<file path="config.mk">
export PLATFORM = sky130hd
export DESIGN_NAME = timer_compare_output
export DESIGN_NICKNAME = d
export VERILOG_FILES = /design/src/hw/compare_detect.v /design/src/hw/wave_channel.v /design/src/hw/timer_compare_output.v
export VERILOG_INCLUDE_DIRS = /design/src /design/src/common
export SDC_FILE = /design/constraint.sdc
export NUM_CORES = 1
export LEC_CHECK = 0
export BUFFER_PORTS_ARGS = -buffer_cell sky130_fd_sc_hd__buf_2
export CAP_MARGIN = 10
export CORE_MARGIN = 5
export CORE_UTILIZATION = 28
export CTS_CLUSTER_SIZE = 40
export DETAILED_ROUTE_END_ITERATION = 7
export SLEW_MARGIN = 10
export SYNTH_ARGS = -nofsm -noshare
export SYNTH_HDL_FRONTEND = slang
export SYNTH_SLANG_ARGS = --single-unit
</file>
<file path="constraint.sdc">
create_clock -name core_clk -period 1.5 [get_ports core_clk]
set_input_delay 0 -clock core_clk [delete_from_list [all_inputs] [get_ports core_clk]]
set_output_delay 0 -clock core_clk [all_outputs]
set_load 0.01 [all_outputs]
</file>
<file path="src/common/timer_cmp_defines.vh">
`ifndef TIMER_CMP_DEFINES_VH
`define TIMER_CMP_DEFINES_VH

// ****************************************
// bus and counter widths, register offsets
// ****************************************
`define ADDR_W 6
`define DATA_W 8
`define CNT_W 10
`define OFF_CTRL_A 6'h30
`define OFF_CTRL_C 6'h27
`define OFF_CTRL_D 6'h26
`define OFF_STATUS 6'h29

// ****************************************
// field positions
// ****************************************
`define F_MODE_A_HI 7
`define F_MODE_A_LO 6
`define F_MODE_B_HI 5
`define F_MODE_B_LO 4
`define F_PWM_A 1
`define F_PWM_B 0
`define F_WSEL_HI 1
`define F_WSEL_LO 0

// ****************************************
// reset values and codes
// ****************************************
`define RST_MODE 2'h0
`define RST_PWM 1'h0
`define RST_WSEL 2'h0
`define RST_CHAN_D 4'h0
`define RST_BYTE 8'h00
`define CODE_OFF 2'h0
`define CODE_TOGGLE 2'h1
`define CODE_CLEAR 2'h2
`define CODE_SET 2'h3
`define WSEL_FAST 2'h0
`define WSEL_PFC 2'h1
`define WSEL_SIX_SS 2'h2
`define WSEL_SIX_DS 2'h3
`define CNT_BOTTOM 10'h000

`endif

</file>
<file path="src/hw/compare_detect.v">
`timescale 1ns/1ps
`default_nettype none
`include "timer_cmp_defines.vh"

module compare_detect (
	// counter side
	input wire [`CNT_W-1:0] counter_value,
	input wire count_tick,
	// compare level
	input wire [`CNT_W-1:0] compare_value,
	// events
	output wire match,
	output wire bottom
);

	// only on a counter step, so a stalled counter does not retoggle
	// equality flags match
	assign match = count_tick & (counter_value == compare_value);
	assign bottom = count_tick & (counter_value == `CNT_BOTTOM);

endmodule
`default_nettype wire

</file>
<file path="src/hw/wave_channel.v">
`timescale 1ns/1ps
`default_nettype none
`include "timer_cmp_defines.vh"

module wave_channel (
	// clock and reset
	input wire core_clk,
	input wire resetn,
	// mode
	input wire pwm_en,
	input wire [1:0] wave_sel,
	input wire [1:0] out_mode,
	// events
	input wire match,
	input wire bottom,
	input wire count_down,
	// results
	output reg waveform,
	output wire true_conn,
	output wire comp_conn
);

	reg waveform_next;
	wire dual_slope;

	assign dual_slope = wave_sel[0];

	assign true_conn = |out_mode;
	assign comp_conn = pwm_en & (out_mode == `CODE_TOGGLE);

	// ****************************************
	// waveform update
	// ****************************************
	always @* begin
		waveform_next = waveform;
		if (out_mode != `CODE_OFF) begin
			if (!pwm_en) begin
				if (match) begin
					case (out_mode)
						`CODE_TOGGLE: waveform_next = ~waveform;
						`CODE_CLEAR: waveform_next = 1'b0;
						default: waveform_next = 1'b1;
					endcase
				end
			end else if (!dual_slope) begin
				if (bottom)
					waveform_next = (out_mode != `CODE_SET);
				if (match)
					waveform_next = (out_mode == `CODE_SET);
			end else begin
				if (match)
					waveform_next = (out_mode == `CODE_SET) ^ count_down;
			end
		end
	end

	always @(posedge core_clk) begin
		if (!resetn)
			waveform <= 1'b0;
		else
			waveform <= waveform_next;
	end

endmodule
`default_nettype wire

</file>
<file path="src/hw/timer_compare_output.v">
// Function
// - nonzero A code gives pin to compare
// - A complement only PWM code 01, or any nonzero A code in six-output
// - behaviour from PWM enable and select
// - non-PWM toggle, clear, set on match
// - fast PWM match and bottom actions
// - fast PWM code 01 connects both
// - dual slope up/down match actions
// - dual slope pin connections per code
// - single-slope six-output routes A everywhere
// - dual-slope six-output routes A everywhere
// - A mode and shadow bits identical
// - nonzero B code gives pin to compare
// - channel B same code meanings
// - B mode and shadow bits identical
// - PWM enable selects PWM operation
`timescale 1ns/1ps
`default_nettype none
`include "timer_cmp_defines.vh"

module timer_compare_output (
	// clock and reset
	input wire core_clk,
	input wire resetn,
	// register port
	input wire [`ADDR_W-1:0] reg_addr,
	input wire [`DATA_W-1:0] reg_wdata,
	input wire reg_write,
	input wire reg_read,
	output reg [`DATA_W-1:0] reg_rdata,
	// counter core
	input wire [`CNT_W-1:0] counter_value,
	input wire count_tick,
	input wire count_down,
	input wire [`CNT_W-1:0] compare_value_a,
	input wire [`CNT_W-1:0] compare_value_b,
	// port logic, ordinary data and direction bits
	input wire port_data_a,
	input wire port_data_a_n,
	input wire port_data_b,
	input wire port_data_b_n,
	input wire dir_a,
	input wire dir_a_n,
	input wire dir_b,
	input wire dir_b_n,
	// pins
	output reg compare_pin_a,
	output reg compare_pin_a_oe,
	output reg compare_pin_a_n,
	output reg compare_pin_a_n_oe,
	output reg compare_pin_b,
	output reg compare_pin_b_oe,
	output reg compare_pin_b_n,
	output reg compare_pin_b_n_oe,
	// waveforms
	output wire waveform_out_a,
	output wire waveform_out_b
);

	// ****************************************
	// control state
	// ****************************************
	reg [1:0] chan_a_out_mode_reg;
	reg [1:0] chan_b_out_mode_reg;
	reg pwm_enable_a_reg;
	reg pwm_enable_b_reg;
	reg [1:0] wave_sel_reg;
	// channel D field only stored, so the shadow register reads back
	reg [3:0] chan_d_bits_reg;
	reg [1:0] chan_a_out_mode_next;
	reg [1:0] chan_b_out_mode_next;
	reg pwm_enable_a_next;
	reg pwm_enable_b_next;
	reg [1:0] wave_sel_next;
	reg [3:0] chan_d_bits_next;
	reg [`DATA_W-1:0] rdata_next;

	wire wave_sel_lo;
	wire wave_sel_hi;
	wire six_output_pwm;
	wire [1:0] pwm_en_vec;
	wire [3:0] mode_vec;
	wire [2*`CNT_W-1:0] cmp_vec;
	wire [1:0] match_vec;
	wire [1:0] bottom_vec;
	wire [1:0] wave_vec;
	wire [1:0] true_vec;
	wire [1:0] comp_vec;
	wire [`DATA_W-1:0] status_byte;

	assign wave_sel_lo = wave_sel_reg[0];
	assign wave_sel_hi = wave_sel_reg[1];

	// ****************************************
	// register decode
	// ****************************************
	function hit;
		input [`ADDR_W-1:0] addr;
		input [`ADDR_W-1:0] offset;
		begin
			hit = (addr == offset);
		end
	endfunction

	always @* begin
		chan_a_out_mode_next = chan_a_out_mode_reg;
		chan_b_out_mode_next = chan_b_out_mode_reg;
		pwm_enable_a_next = pwm_enable_a_reg;
		pwm_enable_b_next = pwm_enable_b_reg;
		wave_sel_next = wave_sel_reg;
		chan_d_bits_next = chan_d_bits_reg;
		if (reg_write) begin
			if (hit(reg_addr, `OFF_CTRL_A)) begin
				chan_a_out_mode_next =
					reg_wdata[`F_MODE_A_HI:`F_MODE_A_LO];
				chan_b_out_mode_next =
					reg_wdata[`F_MODE_B_HI:`F_MODE_B_LO];
				pwm_enable_a_next = reg_wdata[`F_PWM_A];
				pwm_enable_b_next = reg_wdata[`F_PWM_B];
				// force bits [3:2] dropped: no forced compare here
			end
			if (hit(reg_addr, `OFF_CTRL_C)) begin
				chan_a_out_mode_next =
					reg_wdata[`F_MODE_A_HI:`F_MODE_A_LO];
				chan_b_out_mode_next =
					reg_wdata[`F_MODE_B_HI:`F_MODE_B_LO];
				chan_d_bits_next = reg_wdata[3:0];
			end
			if (hit(reg_addr, `OFF_CTRL_D))
				wave_sel_next = reg_wdata[`F_WSEL_HI:`F_WSEL_LO];
		end
	end

	always @* begin
		rdata_next = `RST_BYTE;
		if (reg_read) begin
			// force bits are write-only and always read zero
			if (hit(reg_addr, `OFF_CTRL_A))
				rdata_next = {chan_a_out_mode_reg, chan_b_out_mode_reg,
					2'h0, pwm_enable_a_reg, pwm_enable_b_reg};
			else if (hit(reg_addr, `OFF_CTRL_C))
				rdata_next = {chan_a_out_mode_reg, chan_b_out_mode_reg,
					chan_d_bits_reg};
			else if (hit(reg_addr, `OFF_CTRL_D))
				rdata_next = {6'h00, wave_sel_hi, wave_sel_lo};
			else if (hit(reg_addr, `OFF_STATUS))
				rdata_next = status_byte;
		end
	end

	always @(posedge core_clk) begin
		if (!resetn) begin
			chan_a_out_mode_reg <= `RST_MODE;
			chan_b_out_mode_reg <= `RST_MODE;
			pwm_enable_a_reg <= `RST_PWM;
			pwm_enable_b_reg <= `RST_PWM;
			wave_sel_reg <= `RST_WSEL;
			chan_d_bits_reg <= `RST_CHAN_D;
			reg_rdata <= `RST_BYTE;
		end else begin
			chan_a_out_mode_reg <= chan_a_out_mode_next;
			chan_b_out_mode_reg <= chan_b_out_mode_next;
			pwm_enable_a_reg <= pwm_enable_a_next;
			pwm_enable_b_reg <= pwm_enable_b_next;
			wave_sel_reg <= wave_sel_next;
			chan_d_bits_reg <= chan_d_bits_next;
			reg_rdata <= rdata_next;
		end
	end

	// ****************************************
	// channels
	// ****************************************
	assign pwm_en_vec = {pwm_enable_b_reg, pwm_enable_a_reg};
	assign mode_vec = {chan_b_out_mode_reg, chan_a_out_mode_reg};
	assign cmp_vec = {compare_value_b, compare_value_a};

	genvar ch;
	generate
		for (ch = 0; ch < 2; ch = ch + 1) begin : g_chan
			compare_detect u_detect (
				.counter_value(counter_value),
				.count_tick(count_tick),
				.compare_value(cmp_vec[ch*`CNT_W +: `CNT_W]),
				.match(match_vec[ch]),
				.bottom(bottom_vec[ch])
			);
			wave_channel u_wave (
				.core_clk(core_clk),
				.resetn(resetn),
				.pwm_en(pwm_en_vec[ch]),
				.wave_sel(wave_sel_reg),
				.out_mode(mode_vec[ch*2 +: 2]),
				.match(match_vec[ch]),
				.bottom(bottom_vec[ch]),
				.count_down(count_down),
				.waveform(wave_vec[ch]),
				.true_conn(true_vec[ch]),
				.comp_conn(comp_vec[ch])
			);
		end
	endgenerate

	// ****************************************
	// waveform outputs
	// ****************************************
	assign waveform_out_a = wave_vec[0];
	assign waveform_out_b = wave_vec[1];

	// ****************************************
	// status view
	// ****************************************
	// live view, so software can see the routing it has just set up
	assign status_byte = {1'b0, six_output_pwm, compare_pin_b_oe,
		compare_pin_a_oe, comp_vec[1], comp_vec[0],
		wave_vec[1], wave_vec[0]};

	// ****************************************
	// pin routing
	// ****************************************
	// six-output takes every pair from channel A, whatever channel B says
	// six-output, single-slope and dual-slope
	assign six_output_pwm = pwm_enable_a_reg & wave_sel_hi & true_vec[0];

	// one mux shape for all four pins: compare value or port data
	function pin_sel;
		input over;
		input wave_val;
		input port_val;
		begin
			pin_sel = over ? wave_val : port_val;
		end
	endfunction

	reg over_a;
	reg over_a_n;
	reg over_b;
	reg over_b_n;
	reg val_b;

	always @* begin
		over_a = true_vec[0];
		over_a_n = comp_vec[0] | six_output_pwm;
		over_b = true_vec[1] | six_output_pwm;
		over_b_n = comp_vec[1] | six_output_pwm;
		val_b = six_output_pwm ? wave_vec[0] : wave_vec[1];
	end

	// pins registered so data outputs never glitch on mode writes
	always @(posedge core_clk) begin
		if (!resetn) begin
			compare_pin_a <= 1'b0;
			compare_pin_a_n <= 1'b0;
			compare_pin_b <= 1'b0;
			compare_pin_b_n <= 1'b0;
		end else begin
			compare_pin_a <= pin_sel(over_a, wave_vec[0], port_data_a);
			compare_pin_a_n <= pin_sel(over_a_n, ~wave_vec[0],
				port_data_a_n);
			compare_pin_b <= pin_sel(over_b, val_b, port_data_b);
			compare_pin_b_n <= pin_sel(over_b_n, ~val_b,
				port_data_b_n);
		end
	end

	// ****************************************
	// pin drivers
	// ****************************************
	// enables follow the direction bits only; a mode that takes a pin
	// still leaves it floating until software turns the driver on
	always @(posedge core_clk) begin
		if (!resetn) begin
			compare_pin_a_oe <= 1'b0;
			compare_pin_a_n_oe <= 1'b0;
			compare_pin_b_oe <= 1'b0;
			compare_pin_b_n_oe <= 1'b0;
		end else begin
			compare_pin_a_oe <= dir_a;
			compare_pin_a_n_oe <= dir_a_n;
			compare_pin_b_oe <= dir_b;
			compare_pin_b_n_oe <= dir_b_n;
		end
	end

endmodule
`default_nettype wire

</file>
==> Yosys cells after proc, flatten, opt, wreduce, memory -nomap -nowiden <==
Cells that the tools add are included.
{ "word_totals": {"out_inout_bits": 18, "regBits": 30} }
{ "op_classes": {"n_reduce_logical": 18, "n_eq_ne": 16, "muxes": 27, "bitwise_logic": 17} }
{ "op_table": {"columns": ["cell", "n"], "rows": [
  ["$eq A6 B6 Y1 const B", 4],
  ["$eq A10 B10 Y1", 2],
  ["$mux W1", 17],
  ["$mux W8", 2],
  ["$mux W7", 2],
  ["$reduce_bool A2 Y1", 7],
  ["$logic_not A10 Y1", 1],
  ["$reduce_and A2 Y1", 5],
  ["$eq A2 B2 Y1 const B", 4],
  ["$mux W2", 4],
  ["$reduce_and A4 Y1", 2],
  ["$and A1 B1 Y1", 7],
  ["$not A1 Y1", 5],
  ["$eq A2 B1 Y1 const B", 2],
  ["$ne A2 B1 Y1 const B", 2],
  ["$ne A2 B2 Y1 const B", 2],
  ["$pmux W1 S2", 2],
  ["$reduce_or A2 Y1", 2],
  ["$or A1 B1 Y1", 3],
  ["$reduce_or A3 Y1", 1],
  ["$xor A1 B1 Y1", 2]
]} }

==> Longest topological paths before layout <==
{ "logic_depth": {"depth_word": 6, "mapped_depth": 6} }

==> By module <==
From an unflattened synthesis, not the netlist that was laid out.
{ "hier_totals": {"hier_cells": 189, "hier_area_um2": 1634.1} }
{ "modules_own_cells": {"columns": ["mod", "instances", "cells_each", "area_per_inst_um2", "seq_area_each_um2"], "rows": [
  ["timer_compare_output", 1, 123, 1143.6, 560.5],
  ["compare_detect", 2, 18, 135.1, 0.0],
  ["wave_channel", 2, 15, 110.1, 20.0]
]} }

==> Worst setup path before layout <==
Ideal clock, no wire load.
{ "synth_path": {"path_type": "flip-flop to flip-flop", "startpoint": "register wave_sel_reg[0]", "endpoint": "register g_chan[1].u_wave.waveform", "arrival_ps": 1341, "n_path_buf": 1, "path_stages_with_launch": 6, "setup_slack_ps": 35, "required_time_ps": 1376, "path_cell_list": "dfxtp_1 > buf_6 > nor4_1 > nand4_1 > a2111oi_4 > a21boi_2"} }
{ "synth_between": {"elab_chain_cells": 2} }
{ "synth_lines": {"columns": ["item", "line_no", "source"], "rows": [
  ["from (decl)", "timer_compare_output.v:67", "reg [1:0] wave_sel_reg;"],
  ["from (signal assigned)", "timer_compare_output.v:157", "wave_sel_reg <= `RST_WSEL;"],
  ["from (signal assigned)", "timer_compare_output.v:165", "wave_sel_reg <= wave_sel_next;"],
  ["$ne A2 B1 Y1 (no source line) / $mux W1 (equally long branches)", null, null],
  ["$reduce_and A4 Y1 (no source line) / $mux W1 (equally long branches)", null, null],
  ["to (signal assigned)", "wave_channel.v:61", "waveform <= waveform_next;"],
  ["to (decl)", "wave_channel.v:18", "output reg waveform,"]
]} }
Several ways; a longest one is shown, not always the timed one.
A chain may end at the register's enable or synchronous reset.

==> Worst setup path in the final report <==
{ "layout_path": {"startpoint": "register pwm_enable_b_reg", "endpoint": "register g_chan[1].u_wave.waveform"} }
{ "layout_between": {"elab_chain_cells": 2} }
{ "layout_lines": {"columns": ["item", "line_no", "source"], "rows": [
  ["from (decl)", "timer_compare_output.v:66", "reg pwm_enable_b_reg;"],
  ["from (signal assigned)", "timer_compare_output.v:156", "pwm_enable_b_reg <= `RST_PWM;"],
  ["from (signal assigned)", "timer_compare_output.v:164", "pwm_enable_b_reg <= pwm_enable_b_next;"],
  ["$reduce_bool A2 Y1 (no source line)", null, null],
  ["$reduce_and A4 Y1 (no source line)", null, null]
]} }
Several ways; a longest one is shown, not always the timed one.

==> metrics.yaml <==
global_route:
  grt_pass1_wl_um: 7980
  busiest_layer: "met2"
  grt_start_max_net_pins: 15
  track_usage_pct: 13.5
  grt_pass1_vias: 1776
  grt_overflow: 0
  grt_use_met3_pct: 3.65
  antenna_found_initial: 0
  grt_use_met2_pct: 21.8
  grt_use_met1_pct: 16.9
worst_setup_path:
  slowest_delay_ns: 0.52
  r2r_slack_ns: 0.1
  worstSetupPathType: "reg2reg"
  cp.arrival_ns: 1.58
  slowest_stage: "dfxtp_1"
  cp_max_fo: 9
  start_kind: "flip-flop"
  rr_worst_depth: 3
  crit_chain: "nand4_1 > a2111oi_4 > a21boi_2"
  rr_endpoint: "g_chan[1].u_wave.waveform"
  timing.rr.start: "pwm_enable_b_reg"
  endpoint_kind: "flip-flop"
  critical_path_required_ns: 1.68
synth:
  synth.avg_cell_area_um2: 8.27
  yosys.area_share.simple_pct: 28.3
  synth-main-ff-cell: "dfxtp_1"
  yosys-top-cells-count: "dfxtp_1, nand2_1, xnor2_1, nor2_1, nand3_1"
  synth_cell_types: 40
  syn-cell-area_um2: 1620
  async_flop_share_pct: 0
  synthAdderAreaFrac_pct: 0
  synth_cells: 196
  synthMuxAreaShare_pct: 2.47
  synth.most_common_cell: "dfxtp_1"
  yosys-top-cells-area: "dfxtp_1, xnor2_1, nand2_1"
  yosysSeqAreaShare_pct: 37.1
  synth_compound_area_share_pct: 17.6
  yosys_register_bits: 30
  ys_warn_count: 0
  synth_top_area_share_pct: 37.1
  synth_edf_count: 0
  synth_xor_area_share_pct: 10.8
  synth_nets: 254
  synth_top_family_by_area: "simple AND/OR/NAND/NOR gates"
  synth_area_leader_cell: "dfxtp_1"
min_path:
  worstHoldEndpoint: "compare_pin_a_n"
  hold_depth: 3
  worstHoldStart: "port_data_a_n"
  hp-class: "in2reg"
die:
  fp.dieArea_um2: 7410
  rows: 27
  start_util_pct: 29.1
  coreArea_um2: 5570
  ios: 76
  die_w_um: 86.1
  die_h_um: 86.1
placed_design:
  gp_congestion: 0.779
  post-dp-hpwl_um: 3840
  dpl_worst_slack_ns: 0.0343
  portBuffers: 75
  dp_cells: 345
finish:
  stdcell_count: 368
  syn_to_final_growth_pct: 46.9
  drive_gt1_share_pct: 34.8
  final_util_pct: 42.7
  largest_reg_flops: 8
  antenna_cells: 0
  nNetsFinal: 353
cts:
  clockBufferDepth: 2
  insertion_delay_ns: 0.29
  clk_pin_slew_ns: 0.07
  cts_buffers: 5
  cts_sinks: 30
  root_buffer: "clkbuf_8"
  cts_tree: "yes"
  htreeDepth: 2
status:
  outcome: "finished, final reports clean"
pwr:
  p_per_area_nw_per_um2: 746
  ir_worst_vdd_mv: 0.366
  leakagePower_uw: 0.00103
timing:
  max_freq_ghz: 0.713
  setup_ws_ns: 0.0967
  tightestPinTransition_ns: 0.354
  drv_slew: 0
  hold_viol: 0
  relSlewSlack_pct: 75.8
  setup_viol: 0
  fin_crit_sh_pct: 93.6
  skew_ns: 0.00430
  tns_ns: 0
  min_period_ns: 1.40
  rsz0062_at_grt: "false"
routing:
  drt_iter0_markers: 70
  vias_per_cell: 4.74
  wl_per_cell_um: 13.1
  antenna_left: 0
  first_pass_iters: 4
  remaining_drc_errors: 0
  vias: 1744
  drt_wl_total_um: 4830
flow_run:
  drv_cap: 0
==> power breakdown <==
part           internal, uW  switching, uW
combinational           148            118
sequential              810           5.54
clock                   368            324
==> worst max-delay path, delay by kind of cell, from the launching register on <==
kind,cells,cell delay (ns)
AO/OA/AOI/OAI,2,0.52
flip-flops,1,0.52
AND/OR/NAND/NOR,1,0.25
==> metal layers <==
metal	vias up	share of wire, %	wire (um)
met4	0	1.4	70
met5	-	0	0
li1	903	-	-
met1	784	45	2190
met3	8	6.6	320
met2	49	47	2260
==> worst max path at each step <==
stage                                      to  depth (start not counted)        startpoint  slack [ns]
finish              g_chan[1].u_wave.waveform                          3  pwm_enable_b_reg         0.1
global route        g_chan[1].u_wave.waveform                          3  pwm_enable_b_reg        0.02
CTS                 g_chan[1].u_wave.waveform                          4   wave_sel_reg[0]        0.02
detailed placement  g_chan[1].u_wave.waveform                          4   wave_sel_reg[0]        0.03
global placement    g_chan[1].u_wave.waveform                          4   wave_sel_reg[0]         0.1
floorplan           g_chan[1].u_wave.waveform                          5   wave_sel_reg[0]        0.04
==> per-stage QoR <==
stage	area (um2)	total power, uW	hold slack [ns]
final	2380	1770	0.0203
after global routing	2380	1850	0.0287
after CTS	2370	1800	0.0142
after detailed placement	2130	1070	0.211
after global placement	2130	1070	0.211
after floorplan	1620	939	0.122
==> layout make-up <==
cell class	count	area, um2
Clock buffer	6	82.6
Clock inverter	2	12.5
Fill cell	611	3190
Inverter	3	11.3
Multi-Input combinational cell	153	966
Sequential cell	30	602
Tap cell	72	90.1
Timing Repair Buffer	102	616
==> cell usage in the layout (no fill, tap or decap), drive strengths merged, types with 2 or more instances in the layout <==
master / count
a21oi: 15
nor2: 19
nand3: 16
and2: 5
and3: 3
a2111oi: 2
clkbuf: 6
or2: 2
a311oi: 2
inv: 2
nand2: 24
mux2i: 4
nand4: 9
o32ai: 2
a211oi: 2
a22oi: 4
o21ai: 3
dlygate4sd3: 15
a221oi: 3
xnor2: 20
o221ai: 2
buf: 87
nor4: 2
clkinv: 2
dfxtp: 30
==> repair_timing <==
item / 4_1_cts / 5_1_grt
gates resized for setup: 0 / 2
setup buffers: 0 / 0
endpoints found under the setup margin: 0 / 3
hold buffers: 15 / 0
hold endpoints to repair: 19 / 0
==> logic make-up after synthesis <==
logic type | after synthesis
and+or+nand+nor | 90
DFF | 30
xor gates and xnor gates | 20
AOI/OAI and AO/OA | 39
buffers and inverters | 13
muxes | 4
No activity file was read; power rests on OpenSTA's default activity.
